[src/design/adc_pkg.sv]
// Package with register map, field positions, reset values and timing for the audio DMA control bank.
// Notes on behaviour
// - Playback rate field selects output sample rate from eight codes.
// - Record rate field selects input sample rate with the same code map.
// - Channel-B digital bit carries digital in and out on DMA channel B.
// - Channel-A digital bit feeds only digital output from DMA channel A.
// - External loopback drives digital input pin straight to digital output pin when clock switch code is 00 or 01.
// - Monitor bit also feeds digital output stream to the playback converter.
// - Master block interrupts pass only while the mask bit is one.
// - Bus requests from master and converter blocks blocked while gate bit is zero.
// - Legacy voice enable turns emulated voice devices on channel 0 on or off.
// - Separate bits enable legacy music port and game port.
// - Clock switch drives output pin from stream, 16.9344 MHz or 24.576 MHz clock.
// - Compressed-audio enable sets channel status bit 30 on digital output.
// - Secondary select makes the receiver take the secondary input pin.
// - Offset and synth mute both set force synth PCM output to 0002h.
// - With 24-bit and 32-bit selects set, output sends bits 23:0 only.
// - Input-invert bit inverts the received digital input data.
// - Resolution field sets sample width 16, 15, 14 or 13 bits.
// - Bit-time field sets 600 ns, 660 ns, 1.3 us or 2.8 us per bit.
// - Each channel format field selects 8/16-bit mono/stereo packing.
// - Channel hold bit written zero clears pending interrupt, one holds it.
// - Position hold bit clears or holds position interrupt independently.
// - Upper byte of format register reads a fixed sub-version code.
// - 32-bit select gives 32-bit output words (24-bit when 24-bit select is set), else 16-bit words.
package adc_pkg;
  localparam logic [7:0] ADDR_FC0 = 8'h00;
  localparam logic [7:0] ADDR_FC1 = 8'h04;
  localparam logic [7:0] ADDR_FMT = 8'h08;
  localparam logic [7:0] ADDR_IHC = 8'h0C;
  localparam logic [31:0] MASK_FC0 = 32'h000F_000F;
  localparam logic [31:0] MASK_FC1 = 32'h0000_FFFE;
  localparam logic [31:0] MASK_FMT = 32'h00DF_FF0F;
  localparam logic [31:0] MASK_IHC = 32'h0007_0000;
  localparam logic [31:0] RST_FMT = 32'h0000_2000;
  // Arbitrary sub-version value.
  localparam logic [7:0] SUB_VERSION = 8'h5A;
  localparam int VER_LSB = 24;
  localparam int PRATE_LSB = 13;
  localparam int RRATE_LSB = 10;
  localparam int B_CHANB = 9;
  localparam int B_CHANA = 8;
  localparam int B_LOOP = 7;
  localparam int B_MON = 6;
  localparam int B_IMASK = 5;
  localparam int B_BUS_REQUEST_GATE = 4;
  localparam int B_VOICE = 3;
  localparam int B_MUSIC = 2;
  localparam int B_GAME = 1;
  localparam int CLKSW_LSB = 22;
  localparam int B_COMPR = 20;
  localparam int B_SEC = 19;
  localparam int B_OFFS = 18;
  localparam int B_24 = 17;
  localparam int B_INV = 16;
  localparam int WIDTH_LSB = 14;
  localparam int BTIME_LSB = 12;
  localparam int CH1F_LSB = 2;
  localparam int CH0F_LSB = 0;
  localparam int B_POSH = 18;
  localparam int B_CH1H = 17;
  localparam int B_CH0H = 16;
  typedef enum logic [2:0] {
    RATE_5K512 = 3'b000, RATE_11K025 = 3'b001, RATE_22K05 = 3'b010,
    RATE_44K1 = 3'b011, RATE_8K = 3'b100, RATE_16K = 3'b101,
    RATE_32K = 3'b110, RATE_48K = 3'b111
  } adc_rate_t;
  localparam logic [4:0] MAX_BITS = 5'd16;
  localparam logic [15:0] SYNTH_DC = 16'h0002;
  localparam logic [31:0] MASK_24 = 32'h00FF_FFFF;
  localparam logic [31:0] MASK_16 = 32'h0000_FFFF;
  localparam int CLK_NS = 40;
  localparam int BT0_NS = 600;
  localparam int BT1_NS = 660;
  localparam int BT2_NS = 1300;
  localparam int BT3_NS = 2800;
  localparam logic [7:0] BT0_CYC = 8'((BT0_NS + CLK_NS - 1) / CLK_NS);
  localparam logic [7:0] BT1_CYC = 8'((BT1_NS + CLK_NS - 1) / CLK_NS);
  localparam logic [7:0] BT2_CYC = 8'((BT2_NS + CLK_NS - 1) / CLK_NS);
  localparam logic [7:0] BT3_CYC = 8'((BT3_NS + CLK_NS - 1) / CLK_NS);
endpackage

[src/design/adc_regs.sv]
// Register bank and data-path steering for the two audio DMA channels.
//
// Local design decision: the APB interface to the registers.
`timescale 1ns/1ps
module adc_regs (
  // Clock and reset
  input wire logic sys_clk,
  input wire logic rst_n,
  // APB slave
  input wire logic psel,
  input wire logic penable,
  input wire logic pwrite,
  input wire logic [7:0] paddr,
  input wire logic [31:0] pwdata,
  output logic [31:0] prdata,
  output logic pready,
  output logic pslverr,
  // Events and requests from the engines
  input wire logic mcbIntEvt,
  input wire logic chan0IntEvt,
  input wire logic chan1IntEvt,
  input wire logic posIntEvt,
  input wire logic dmaBusReq,
  output logic masterIntOut,
  output logic chan0IntPend,
  output logic chan1IntPend,
  output logic posIntPend,
  output logic busRequest,
  // Configuration to the engines
  output adc_pkg::adc_rate_t playbackRate,
  output adc_pkg::adc_rate_t recordRate,
  output logic digitalIoOnChanB,
  output logic digitalOutOnChanA,
  output logic voiceEnable,
  output logic musicPortEnable,
  output logic gamePortEnable,
  output logic [4:0] sampleBits,
  output logic [7:0] bitTimeCycles,
  output logic [1:0] chan0Format,
  output logic [1:0] chan1Format,
  output logic [2:0] chan0FrameBytes,
  output logic [2:0] chan1FrameBytes,
  output logic chanStatusBit30,
  // Digital audio path
  input wire logic txBit,
  input wire logic [31:0] txWordIn,
  input wire logic [15:0] txSample,
  input wire logic [15:0] pcmSample,
  input wire logic [15:0] synthPcm,
  input wire logic synthMute,
  input wire logic digitalOut32Sel,
  output logic [31:0] txWordOut,
  output logic [15:0] dacSample,
  output logic [15:0] synthOut,
  output logic rxBit,
  // Pins
  input wire logic digitalInPin,
  input wire logic secondaryInPin,
  input wire logic clk16Pin,
  input wire logic clk24Pin,
  output logic digitalOutPin
);
  import adc_pkg::*;

  typedef struct packed {
    logic [31:0] fc0;
    logic [31:0] fc1;
    logic [31:0] fmt;
    logic [31:0] ihc;
    logic [31:0] rdata;
    logic ready;
    logic err;
    logic [1:0] dinS;
    logic [1:0] secS;
    logic [1:0] c16S;
    logic [1:0] c24S;
    logic mInt;
    logic p0;
    logic p1;
    logic pp;
    logic bus_request_gate;
    logic [4:0] bits;
    logic [7:0] btc;
    logic [2:0] fb0;
    logic [2:0] fb1;
    logic [31:0] txw;
    logic [15:0] dac;
    logic [15:0] syn;
    logic rx;
    logic dout;
    logic cs30;
  } adc_state_t;

  adc_state_t s_r;
  adc_state_t s_nxt;
  logic rstMeta_r;
  logic rstSync_r;
  logic access;
  logic [31:0] rdMux;
  logic hit;

  always_ff @(posedge sys_clk or negedge rst_n) begin
    if (!rst_n) begin
      rstMeta_r <= 1'b0;
      rstSync_r <= 1'b0;
    end else begin
      rstMeta_r <= 1'b1;
      rstSync_r <= rstMeta_r;
    end
  end

  assign access = psel && penable;

  // Unmapped offsets read zero and flag an error.
  always_comb begin
    hit = 1'b1;
    if (paddr == ADDR_FC0) begin
      rdMux = s_r.fc0;
    end else if (paddr == ADDR_FC1) begin
      rdMux = s_r.fc1;
    end else if (paddr == ADDR_FMT) begin
      rdMux = {SUB_VERSION, s_r.fmt[VER_LSB-1:0]};
    end else if (paddr == ADDR_IHC) begin
      rdMux = s_r.ihc;
    end else begin
      rdMux = '0;
      hit = 1'b0;
    end
  end

  always_comb begin
    s_nxt = s_r;
    // Answer comes one cycle into the access phase.
    s_nxt.ready = access && !s_r.ready;
    s_nxt.err = access && !s_r.ready && !hit;
    if (access && !s_r.ready) begin
      s_nxt.rdata = pwrite ? '0 : rdMux;
    end
    if (access && s_r.ready && pwrite) begin
      if (paddr == ADDR_FC0) begin
        s_nxt.fc0 = pwdata & MASK_FC0;
      end else if (paddr == ADDR_FC1) begin
        s_nxt.fc1 = pwdata & MASK_FC1;
      end else if (paddr == ADDR_FMT) begin
        s_nxt.fmt = pwdata & MASK_FMT;
      end else if (paddr == ADDR_IHC) begin
        s_nxt.ihc = pwdata & MASK_IHC;
      end
    end
    s_nxt.dinS = {s_r.dinS[0], digitalInPin};
    s_nxt.secS = {s_r.secS[0], secondaryInPin};
    s_nxt.c16S = {s_r.c16S[0], clk16Pin};
    s_nxt.c24S = {s_r.c24S[0], clk24Pin};
    s_nxt.mInt = mcbIntEvt && s_r.fc1[B_IMASK];
    s_nxt.bus_request_gate = dmaBusReq && s_r.fc1[B_BUS_REQUEST_GATE];
    // A new event wins over a clear in the same cycle.
    s_nxt.p0 = chan0IntEvt || (s_r.p0 && s_r.ihc[B_CH0H]);
    s_nxt.p1 = chan1IntEvt || (s_r.p1 && s_r.ihc[B_CH1H]);
    s_nxt.pp = posIntEvt || (s_r.pp && s_r.ihc[B_POSH]);
    s_nxt.bits = MAX_BITS - {3'b000, s_r.fmt[WIDTH_LSB+:2]};
    case (s_r.fmt[BTIME_LSB+:2])
      2'b00: s_nxt.btc = BT0_CYC;
      2'b01: s_nxt.btc = BT1_CYC;
      2'b10: s_nxt.btc = BT2_CYC;
      default: s_nxt.btc = BT3_CYC;
    endcase
    s_nxt.fb0 = 3'd1 << (2'(s_r.fmt[CH0F_LSB+1]) + 2'(s_r.fmt[CH0F_LSB]));
    s_nxt.fb1 = 3'd1 << (2'(s_r.fmt[CH1F_LSB+1]) + 2'(s_r.fmt[CH1F_LSB]));
    if (!digitalOut32Sel) begin
      s_nxt.txw = txWordIn & MASK_16;
    end else if (s_r.fmt[B_24]) begin
      s_nxt.txw = txWordIn & MASK_24;
    end else begin
      s_nxt.txw = txWordIn;
    end
    s_nxt.dac = s_r.fc1[B_MON] ? txSample : pcmSample;
    s_nxt.syn = (s_r.fmt[B_OFFS] && synthMute) ? SYNTH_DC : synthPcm;
    s_nxt.cs30 = s_r.fmt[B_COMPR];
    s_nxt.rx = (s_r.fmt[B_SEC] ? s_r.secS[1] : s_r.dinS[1])
               ^ s_r.fmt[B_INV];
    case (s_r.fmt[CLKSW_LSB+:2])
      2'b10: s_nxt.dout = s_r.c16S[1];
      2'b11: s_nxt.dout = s_r.c24S[1];
      default: s_nxt.dout = s_r.fc1[B_LOOP] ? s_r.dinS[1] : txBit;
    endcase
  end

  always_ff @(posedge sys_clk or negedge rstSync_r) begin
    if (!rstSync_r) begin
      s_r <= '0;
      s_r.fmt <= RST_FMT;
      s_r.bits <= MAX_BITS;
      s_r.btc <= BT2_CYC;
      s_r.fb0 <= 3'd1;
      s_r.fb1 <= 3'd1;
    end else begin
      s_r <= s_nxt;
    end
  end

  // Every output is taken straight from the state register.
  assign prdata = s_r.rdata;
  assign pready = s_r.ready;
  assign pslverr = s_r.err;
  assign masterIntOut = s_r.mInt;
  assign chan0IntPend = s_r.p0;
  assign chan1IntPend = s_r.p1;
  assign posIntPend = s_r.pp;
  assign busRequest = s_r.bus_request_gate;
  assign playbackRate = adc_rate_t'(s_r.fc1[PRATE_LSB+:3]);
  assign recordRate = adc_rate_t'(s_r.fc1[RRATE_LSB+:3]);
  assign digitalIoOnChanB = s_r.fc1[B_CHANB];
  assign digitalOutOnChanA = s_r.fc1[B_CHANA];
  assign voiceEnable = s_r.fc1[B_VOICE];
  assign musicPortEnable = s_r.fc1[B_MUSIC];
  assign gamePortEnable = s_r.fc1[B_GAME];
  assign sampleBits = s_r.bits;
  assign bitTimeCycles = s_r.btc;
  assign chan0Format = s_r.fmt[CH0F_LSB+:2];
  assign chan1Format = s_r.fmt[CH1F_LSB+:2];
  assign chan0FrameBytes = s_r.fb0;
  assign chan1FrameBytes = s_r.fb1;
  assign chanStatusBit30 = s_r.cs30;
  assign txWordOut = s_r.txw;
  assign dacSample = s_r.dac;
  assign synthOut = s_r.syn;
  assign rxBit = s_r.rx;
  assign digitalOutPin = s_r.dout;

  // A masked master block never reaches the interrupt output.
  master_mask_a: assert property (
    @(posedge sys_clk) disable iff (!rstSync_r)
    !s_r.fc1[B_IMASK] |=> !masterIntOut
  ) else begin
    $error("master interrupt passed while masked");
  end

  // An unmasked event shows one cycle later.
  master_pass_a: assert property (
    @(posedge sys_clk) disable iff (!rstSync_r)
    s_r.fc1[B_IMASK] && mcbIntEvt |=> masterIntOut
  ) else begin
    $error("unmasked master interrupt lost");
  end

  // A closed gate blocks every bus request.
  bus_gate_a: assert property (
    @(posedge sys_clk) disable iff (!rstSync_r)
    !s_r.fc1[B_BUS_REQUEST_GATE] |=> !busRequest
  ) else begin
    $error("bus request passed a closed gate");
  end

  // An open gate passes the request.
  bus_pass_a: assert property (
    @(posedge sys_clk) disable iff (!rstSync_r)
    s_r.fc1[B_BUS_REQUEST_GATE] && dmaBusReq |=> busRequest
  ) else begin
    $error("bus request lost with open gate");
  end

  // A zero hold bit clears channel 0 when no event arrives.
  chan0_clear_a: assert property (
    @(posedge sys_clk) disable iff (!rstSync_r)
    !chan0IntEvt && !s_r.ihc[B_CH0H] |=> !chan0IntPend
  ) else begin
    $error("channel 0 interrupt not cleared");
  end

  // A channel 0 event always sets its pending flag.
  chan0_set_a: assert property (
    @(posedge sys_clk) disable iff (!rstSync_r)
    chan0IntEvt |=> chan0IntPend
  ) else begin
    $error("channel 0 event lost");
  end

  // A zero hold bit clears channel 1 when no event arrives.
  chan1_clear_a: assert property (
    @(posedge sys_clk) disable iff (!rstSync_r)
    !chan1IntEvt && !s_r.ihc[B_CH1H] |=> !chan1IntPend
  ) else begin
    $error("channel 1 interrupt not cleared");
  end

  // A zero hold bit clears the position interrupt when no event arrives.
  pos_clear_a: assert property (
    @(posedge sys_clk) disable iff (!rstSync_r)
    !posIntEvt && !s_r.ihc[B_POSH] |=> !posIntPend
  ) else begin
    $error("position interrupt not cleared");
  end

  // A set hold bit keeps a pending position interrupt.
  pos_hold_a: assert property (
    @(posedge sys_clk) disable iff (!rstSync_r)
    posIntPend && s_r.ihc[B_POSH] |=> posIntPend
  ) else begin
    $error("position interrupt not held");
  end

  // Offset with mute forces the fixed synth value.
  synth_dc_a: assert property (
    @(posedge sys_clk) disable iff (!rstSync_r)
    s_r.fmt[B_OFFS] && synthMute |=> synthOut == SYNTH_DC
  ) else begin
    $error("synth output not forced");
  end

  // Monitoring feeds the output stream to the converter.
  monitor_dac_a: assert property (
    @(posedge sys_clk) disable iff (!rstSync_r)
    s_r.fc1[B_MON] |=> dacSample == $past(txSample)
  ) else begin
    $error("monitor stream not at converter");
  end

  // Loopback copies the synchronised input pin to the output pin.
  loop_pin_a: assert property (
    @(posedge sys_clk) disable iff (!rstSync_r)
    s_r.fc1[B_LOOP] && !s_r.fmt[CLKSW_LSB+1] |=> digitalOutPin == $past(s_r.dinS[1])
  ) else begin
    $error("loopback pin mismatch");
  end

  // Code 10 puts the slower clock on the output pin.
  clk16_pin_a: assert property (
    @(posedge sys_clk) disable iff (!rstSync_r)
    s_r.fmt[CLKSW_LSB+:2] == 2'b10 |=> digitalOutPin == $past(s_r.c16S[1])
  ) else begin
    $error("clock switch output mismatch");
  end

  // Inversion flips the primary input data.
  rx_invert_a: assert property (
    @(posedge sys_clk) disable iff (!rstSync_r)
    s_r.fmt[B_INV] && !s_r.fmt[B_SEC] |=> rxBit == !$past(s_r.dinS[1])
  ) else begin
    $error("received data not inverted");
  end

  // A hold register write keeps only its defined bits.
  hold_write_a: assert property (
    @(posedge sys_clk) disable iff (!rstSync_r)
    psel && penable && pready && pwrite && paddr == ADDR_IHC
    |=> s_r.ihc == ($past(pwdata) & MASK_IHC)
  ) else begin
    $error("hold register write wrong");
  end

  // A format register write keeps only its defined bits.
  format_write_a: assert property (
    @(posedge sys_clk) disable iff (!rstSync_r)
    psel && penable && pready && pwrite && paddr == ADDR_FMT
    |=> s_r.fmt == ($past(pwdata) & MASK_FMT)
  ) else begin
    $error("format register write wrong");
  end

  // The format register read shows the fixed code in its top byte.
  version_read_a: assert property (
    @(posedge sys_clk) disable iff (!rstSync_r)
    psel && penable && pready && !pwrite && paddr == ADDR_FMT |-> prdata[31:24] == SUB_VERSION
  ) else begin
    $error("sub-version code wrong");
  end
endmodule

[config.mk]
export PLATFORM = sky130hd
export DESIGN_NAME = adc_regs
export DESIGN_NICKNAME = d
export VERILOG_FILES = /design/src/design/adc_pkg.sv /design/src/design/adc_regs.sv
export SDC_FILE = /design/constraint.sdc
export NUM_CORES = 1
export LEC_CHECK = 0
export BUFFER_PORTS_ARGS = -buffer_cell sky130_fd_sc_hd__buf_2
export CAP_MARGIN = 10
export CORE_ASPECT_RATIO = 1.25
export CORE_UTILIZATION = 45
export CTS_CLUSTER_SIZE = 10
export DETAILED_ROUTE_END_ITERATION = 16
export GPL_ROUTABILITY_DRIVEN = 0
export GPL_TIMING_DRIVEN = 0
export PLACE_DENSITY_LB_ADDON = 0.2
export REMOVE_ABC_BUFFERS = 1
export SYNTH_ARGS = -nofsm -noshare
export SYNTH_HDL_FRONTEND = slang
export SYNTH_SLANG_ARGS = --single-unit
[constraint.sdc]
create_clock -name sys_clk -period 11.12 [get_ports sys_clk]
set_input_delay 1.668 -clock sys_clk [delete_from_list [all_inputs] [get_ports sys_clk]]
set_output_delay 1.668 -clock sys_clk [all_outputs]
set_load 0.03 [all_outputs]
---- Word-level counts from Yosys, hierarchy flattened ----
Index checks and enable logic that the tools add are counted.
operators by class
  add/subtract/negate cells ............... 3
  shifts and indexed selects .............. 2
  reduce and logical (&&, ||, !) cells .... 22
  equal/unequal tests ..................... 7
  bitwise operators ....................... 4
  multiplexer cells ....................... 17
operators with widths
  cell                   count
  $mux W32               3
  $mux W31               3
  $mux W16               2
  $pmux W7 S3            1
  $mux W19               1
  $eq A8 B4 Y1 const B   2
  $logic_and A1 B1 Y1    11
  $eq A8 B3 Y1 const B   1
  $logic_not A8 Y1       1
  $eq A2 B2 Y1 const B   3
  $mux W1                6
  $shl A1 B2 Y3 const A  2
  $reduce_and A5 Y1      1
  $sub A5 B2 Y5 const A  1
  $add A1 B1 Y2          2
  $reduce_and A4 Y1      1
  $logic_or A1 B1 Y1     3
  $not A1 Y1             3
  $reduce_and A3 Y1      1
  $eq A2 B1 Y1 const B   1
  $logic_not A1 Y1       2
  $logic_not A2 Y1       1
  $pmux W1 S2            1
  $reduce_and A2 Y1      1
  $xor A1 B1 Y1          1
word-level totals
  input port bits ......................... 137
  output and inout bits ................... 140
  bits in registers ....................... 180

---- Logic depth before layout (Yosys ltp) ----
Gate-level depths: netlist of the first run.
  depth in word-level cells ............... 7
  mapped depth ............................ 6
  depth with buffers taken out ............ 4

---- Least setup slack after synthesis of the first run ----
No wires, ideal clock.
  path type ............................... in2reg
  start ................................... input port paddr[1]
  end ..................................... register s_r[175] (netlist bit)
  arrival ................................. 3374 ps
  library setup time ...................... 125 ps
  setup slack ............................. 7621 ps
  data required time ...................... 10995 ps
  stages on the path ...................... 6
  cell sequence ........................... or4_4 > buf_6 > nor4_4 > nand2_4 > buf_6 > mux2_4
on the way
  cells in the longest elaborated chain, start to end .. 3
  elaborated cells on any way between the ends .. 6
ends and longest elaborated chain
  item                                                     RTL line                          text
  start: declaration                                       adc_regs.sv:13                    input wire logic [7:0] paddr,
  $eq A8 B3 Y1 / $logic_not A8 Y1 (equally long branches)  adc_regs.sv:142, adc_regs.sv:140
  $not A1 Y1 (no line)                                     --
  $reduce_and A4 Y1 (no line) (*)                          --
  end signal: assignment                                   adc_regs.sv:197                   s_r <= s_nxt;
  end: declaration                                         adc_regs.sv:94                    adc_state_t s_r;
Every way passes the cells marked *; elsewhere a longest branch is shown, timed or not.
A chain may end at the register's enable or synchronous reset.

---- Final worst setup path of the first run ----
  start ................................... input port penable
  end ..................................... register s_r (netlist bit prdata[13])
on the way
  cells in the longest elaborated chain, start to end .. 2
ends and longest elaborated chain
  item                 RTL line         text
  start: declaration   adc_regs.sv:11   input wire logic penable,
  $logic_and A1 B1 Y1  adc_regs.sv:112  assign access = psel && penable;
  $logic_and A1 B1 Y1  adc_regs.sv:136  if (access && !s_r.ready) begin
No other way between the ends.

==> results.toml, run 1 <==
[floorplan]
die_h_um = 142
dieWidth_um = 114
ioPinCount = 277
core_area_um2 = 15100
rows = 50
initial_utilization_pct = 46.5
dieArea_um2 = 16100

[route]
top_layer_used = "met4"
viasPerCell = 4.58
drcViolationCount = 0
met1_length_um = 5480
first_pass_iters = 4
dr_wl_met2_um = 7530
wl_met3_um = 794
postRouteAntennaNets = 0
routed_wl_um = 14000
drt_iter0_drc = 145
wl_per_cell_um = 15.6
vias = 4113

[timing]
fin_crit_sh_pct = 30.4
hold_viol = 0
tightest_slew_ns = 0.788
finalMaxSlewViolations = 0
slew_headroom_pct = 47.3
max_freq_mhz = 296
rsz0062_at_grt = "no"
setup_viol = 0
period_minus_slack_ns = 3.38
final.setup.tns_ns = 0
skew_ns = 0.00669

[grt]
grtUsageTotal_pct = 18.0
grt_pass1_wl_um = 21800
grt_pass1_vias = 4294
antenna_found_initial = 0
grt_overflow = 0
grt_max_degree = 75

[worst_setup_path]
r2r-end = "prdata[13]"
critPathArrivalTime_ns = 3.75
crit_chain = "buf_2, nand3b_1, buf_16, nor4_2, buf_6, a22oi_1, nand2_1"
worst_setup_path_start_kind = "primary input"
critical_path_class = "primary input to register"
r2r_start = "pready"
r2r_setup_slack_ns = 8.60
cp-end-kind = "register"
reg2reg_depth = 6
slowest_delay_ns = 0.68
required_ns = 11.49
critPathSlowestCell = "nor4_2"
crit_path_start = "penable"
setup.worst_path.end = "prdata[13]"
crit_fanout = 18

[yosys]
syn_inst = 526
async_flop_share_pct = 100
synth.distinct_cells = 35
ys_ff_latch = 169
synthesis.area_um2 = 7040
synth_flop_cell = "dfrtp_1"
yosysWarnings = 0
ys_seq_area_share_pct = 60.2
syn_area_per_cell_um2 = 13.4
synth-edff-count = 0

[clock_tree]
cts_resized = 0
postCtsHoldBufs = 0
clk_latency_ns = 0.43
cts-root-buf = "clkbuf_16"
cts_buffers = 17
postCtsSetupBuffers = 0
cts_max_path_buffers = 2
htreeDepth = 4
clkTransAtPathRegs_ns = 0.06
clock-sinks = 169
cts_tree = "yes"

[layout]
drive_gt1_share_pct = 54.6
seqCellArea_um2 = 4240
syn_to_final_growth_pct = 18.1
stdcell_count = 898
final_nets = 823
multi_input_area_um2 = 1770
fillers = 1330
antenna_cells = 0

[power]
p_per_area_nw_per_um2 = 158
cellLeakagePower_nw = 4.48
peakVddDrop_mv = 0.0863

[placement]
dp.cells = 866
dpl.hpwl_um = 10200
io_buffers = 261

[status]
status = "complete, no violations"

[min_path]
hp-class = "register to asynchronous set/reset pin"

[run]
maxCapViolations = 0
## cells in the final DEF, fill, tap and decap left out, types with 2 or more instances in the layout
master,netlist,layout
nor2b_1,4,4
mux2_4,20,20
a21oi_1,4,4
a22o_1,7,7
nor4_2,0,2
buf_2,0,261
a22oi_1,11,11
clkbuf_8,0,3
and2_1,33,33
buf_16,0,3
clkinv_2,0,2
clkbuf_16,0,17
dfrtp_1,163,162
clkinvlp_4,0,3
clkinv_4,0,3
inv_6,0,3
conb_1,2,7
mux2i_1,7,7
ha_1,9,9
nand2b_1,3,3
a21o_1,4,4
nor2_1,7,7
nand2_4,2,2
nand3_1,5,5
mux2_2,44,44
dfstp_2,6,6
o21ai_0,8,8
nand2_1,23,23
or3_1,2,2
inv_1,12,12
## worst min path at each step
stage                endpoint  slack [ns]  cells after the start
detailed placement    s_r[96]        0.34                      0
finish                  rxBit        0.35                      0
CTS                   s_r[94]        0.35                      0
global route          s_r[96]        0.36                      0
global placement      s_r[96]        0.33                      0
floorplan           rstSync_r        0.33                      0
## synthesized netlist by cell type (all sizes together) (2+ instances only)
master	number	area (um2)
dfrtp	163	4080
buf	129	976
mux2	64	796
and2	33	206
nand2	26	115
inv	12	45.0
a22oi	11	82.6
clkbuf	10	37.5
ha	9	113
o21ai	8	40.0
a22o	7	61.3
mux2i	7	70.1
nor2	7	26.3
dfstp	6	158
nand3	5	25.0
a21o	4	30.0
a21oi	4	20.0
nor2b	4	25.0
nand2b	3	18.8
nor4	3	33.8
conb	2	7.51
or3	2	12.5
## cell families after synthesis
group | after synthesis | synth area share [%]
XOR/XNOR | 1 | 0.124
AND/OR/NAND/NOR | 87 | 7.06
adder cells (fa/ha/maj) | 9 | 1.60
other | 2 | 0.107
flip-flops | 169 | 60.2
multiplexers | 71 | 12.3
buffers and inverters | 151 | 15.0
AO/OA/AOI/OAI | 36 | 3.56
## stage by stage
stage / instance area (um2) / setup slack [ns] / power, mW / utilization (%) / hold WS, ns
after floorplan: 6040 / 6.07 / 0.700 / - / 0.331
after global placement: 7610 / 4.42 / 0.744 / 50.3 / 0.334
after detailed placement: 7730 / 7.20 / 0.751 / 51.0 / 0.340
after CTS: 8310 / 7.65 / 1.33 / 54.9 / 0.352
after global routing: 8310 / 7.51 / 1.36 / 54.9 / 0.360
final: 8310 / 7.74 / 1.31 / 54.9 / 0.348
## sequential cells by signal (all words and copies together) (netlist names), 2 cells and up
name             count
chan0Format          2
txWordOut           32
prdata              24
chan1Format          2
dacSample           16
sampleBits           4
recordRate           3
playbackRate         3
s_r                 33
chan0FrameBytes      3
synthOut            16
bitTimeCycles        6
chan1FrameBytes      3
s_nxt                5
## critical path, delay by kind of cell
kind / cells / cell delay (ns)
buffers and inverters: 3 / 0.73
AO/OA/AOI/OAI: 1 / 0.07
AND/OR/NAND/NOR: 3 / 1.28
## final cells by class
type / count / area share, %
clock buffer: 20 / 5.62
clock inverter: 12 / 1.39
inverter: 12 / 0.542
multi-input combinational: 211 / 21.3
sequential: 169 / 51.0
tap: 208 / 3.13
timing repair buffer: 266 / 16.9
## where the power goes
part,internal (mW),switching (mW),leakage (nW)
logic,0.0366,0.0627,2.04
clock network,0.328,0.246,0.279
registers,0.631,0.00730,2.16
## metal layers
metal  track usage, %  vias to the layer above
met3             4.57                       14
met1             20.3                     2045
met5                0                        -
met4             8.27                        0
met2             31.8                      149
li1                 -                     1905
Power figures use the tool's default switching activity.
==> inputs of run 2 (changes only) <==
==> constraint.sdc (replaced) <==
create_clock -name sys_clk -period 3.3 [get_ports sys_clk]
set_input_delay 0.495 -clock sys_clk [delete_from_list [all_inputs] [get_ports sys_clk]]
set_output_delay 0.495 -clock sys_clk [all_outputs]
set_load 0.03 [all_outputs]
==> results.toml, run 2 (synthesis results as in run 1) <==
[status]
status = "complete, no violations"

[power]
peakVddDrop_mv = 0.291
p_per_area_nw_per_um2 = 531
cellLeakagePower_nw = 4.49

[timing]
rsz0062_at_grt = "no"
setup_viol = 0
slew_headroom_pct = 47.3
skew_ns = 0.00569
max_freq_mhz = 397
timing.hold.ws_ns = 0.169
period_minus_slack_ns = 2.52
tightest_slew_ns = 0.788
hold_viol = 0
finalMaxSlewViolations = 0
fin_crit_sh_pct = 76.4

[route]
drcViolationCount = 0
viasPerCell = 4.59
drt_iter0_drc = 157
vias = 4125
routed_wl_um = 14000
wl_per_cell_um = 15.6
first_pass_iters = 4
postRouteAntennaNets = 0

[clock_tree]
clk_latency_ns = 0.43
cts_buffers = 17
clkTransAtPathRegs_ns = 0.07
cts-root-buf = "clkbuf_16"
htreeDepth = 4
cts_tree = "yes"
cts_max_path_buffers = 2
cts_resized = 0
postCtsHoldBufs = 1
clock-sinks = 169
postCtsSetupBuffers = 0

[layout]
final_common_cell = "buf_2"
largest_register_ffs = 33
regMostFlops = "s_r"
syn_to_final_growth_pct = 18.2
antenna_cells = 0
seqCellArea_um2 = 4240
final_nets = 824
fillers = 1330
drive_gt1_share_pct = 54.6
final_cell_mix = "buf_2, dfrtp_1, mux2_2"
stdcell_count = 899
multi_input_area_um2 = 1770

[worst_setup_path]
required_ns = 3.67
crit_buf_inv = 2
slowest_delay_ns = 0.68
worst_setup_path_start_kind = "register"
critical_path.top_delay_family = "simple AND/OR/NAND/NOR gates"
r2r_start = "pready"
crit_path_start = "pready"
critical_path_class = "register to register"
crit_chain = "nand3b_1, buf_16, nor4_2, buf_6, a22oi_1, nand2_1"
cp-end-kind = "register"
critPathSlowestCell = "nor4_2"
crit_fanout = 18
critPathArrivalTime_ns = 2.89

[grt]
grt_max_degree = 75
grtUsageTotal_pct = 18.0
grt_pass1_vias = 4294
antenna_found_initial = 0
grt_overflow = 0
grt_pass1_wl_um = 21800

[floorplan]
rows = 50
dieWidth_um = 114
die_h_um = 142
dieArea_um2 = 16100
initial_utilization_pct = 46.5
ioPinCount = 277
core_area_um2 = 15100

[placement]
dpl.hpwl_um = 10200
io_buffers = 261
dp.cells = 866

[min_path]
min_from = "txWordIn[9]"
hp-class = "primary input to register"

[run]
maxCapViolations = 0
[run 2: cell count changes in the layout (fill, tap and decap cells not counted), sizes merged]
cell / delta
dlygate4sd3: +1
[run 2: path summary, 6_finish.rpt]
kind	endpoint	slack, ns	depth (start not counted)
max	prdata[13]	0.78	6
min	txWordOut[9]	0.17	1
max reg2reg	prdata[13]	0.78	6
min reg2reg	rxBit	0.35	0
max in group asynchronous	bitTimeCycles[0]	2.16	1
min in group asynchronous	rxBit	0.35	0
[run 2: routing by layer]
layer | wire length (um) | global-route usage [%] | up-vias
li1 | - | - | 1907
met1 | 5470 | 20.3 | 2055
met2 | 7520 | 31.8 | 149
met3 | 800 | 4.57 | 14
met4 | 235 | 8.27 | 0
met5 | 0 | 0 | -
[run 2: final cells by class]
type                    instances  area share (%)
multi-input cells             211            21.3
repair buffers                267            17.0
clock inverters                12            1.38
inverters                      12           0.542
flip-flops and latches        169            51.0
well taps                     208            3.13
clock buffers                  20            5.61
[run 2: worst register-to-register path: stages, from the launching register on]
cell	delay, ns
dfrtp_1	0.39
nand3b_1	0.63
buf_16	0.40
nor4_2	0.68
buf_6	0.23
a22oi_1	0.07
nand2_1	0.06
[run 2: metrics by stage]
step                      total power, mW  util [%]  setup slack [ns]  setup TNS, ns  instance area [um2]
after floorplan                      2.36         -             -1.75        -283.86                 6040
after global placement               2.51      50.3             -3.40        -571.66                 7610
after detailed placement             2.53      51.0             0.554              0                 7730
after CTS                            4.48      54.9             0.663              0                 8320
after global routing                 4.59      54.9             0.519              0                 8320
final                                4.42      54.9             0.779              0                 8320
[run 2: power by group]
part | switching (mW) | internal (mW)
clock | 0.827 | 1.11
combinational | 0.211 | 0.124
sequential | 0.0246 | 2.13
total | 1.06 | 3.36
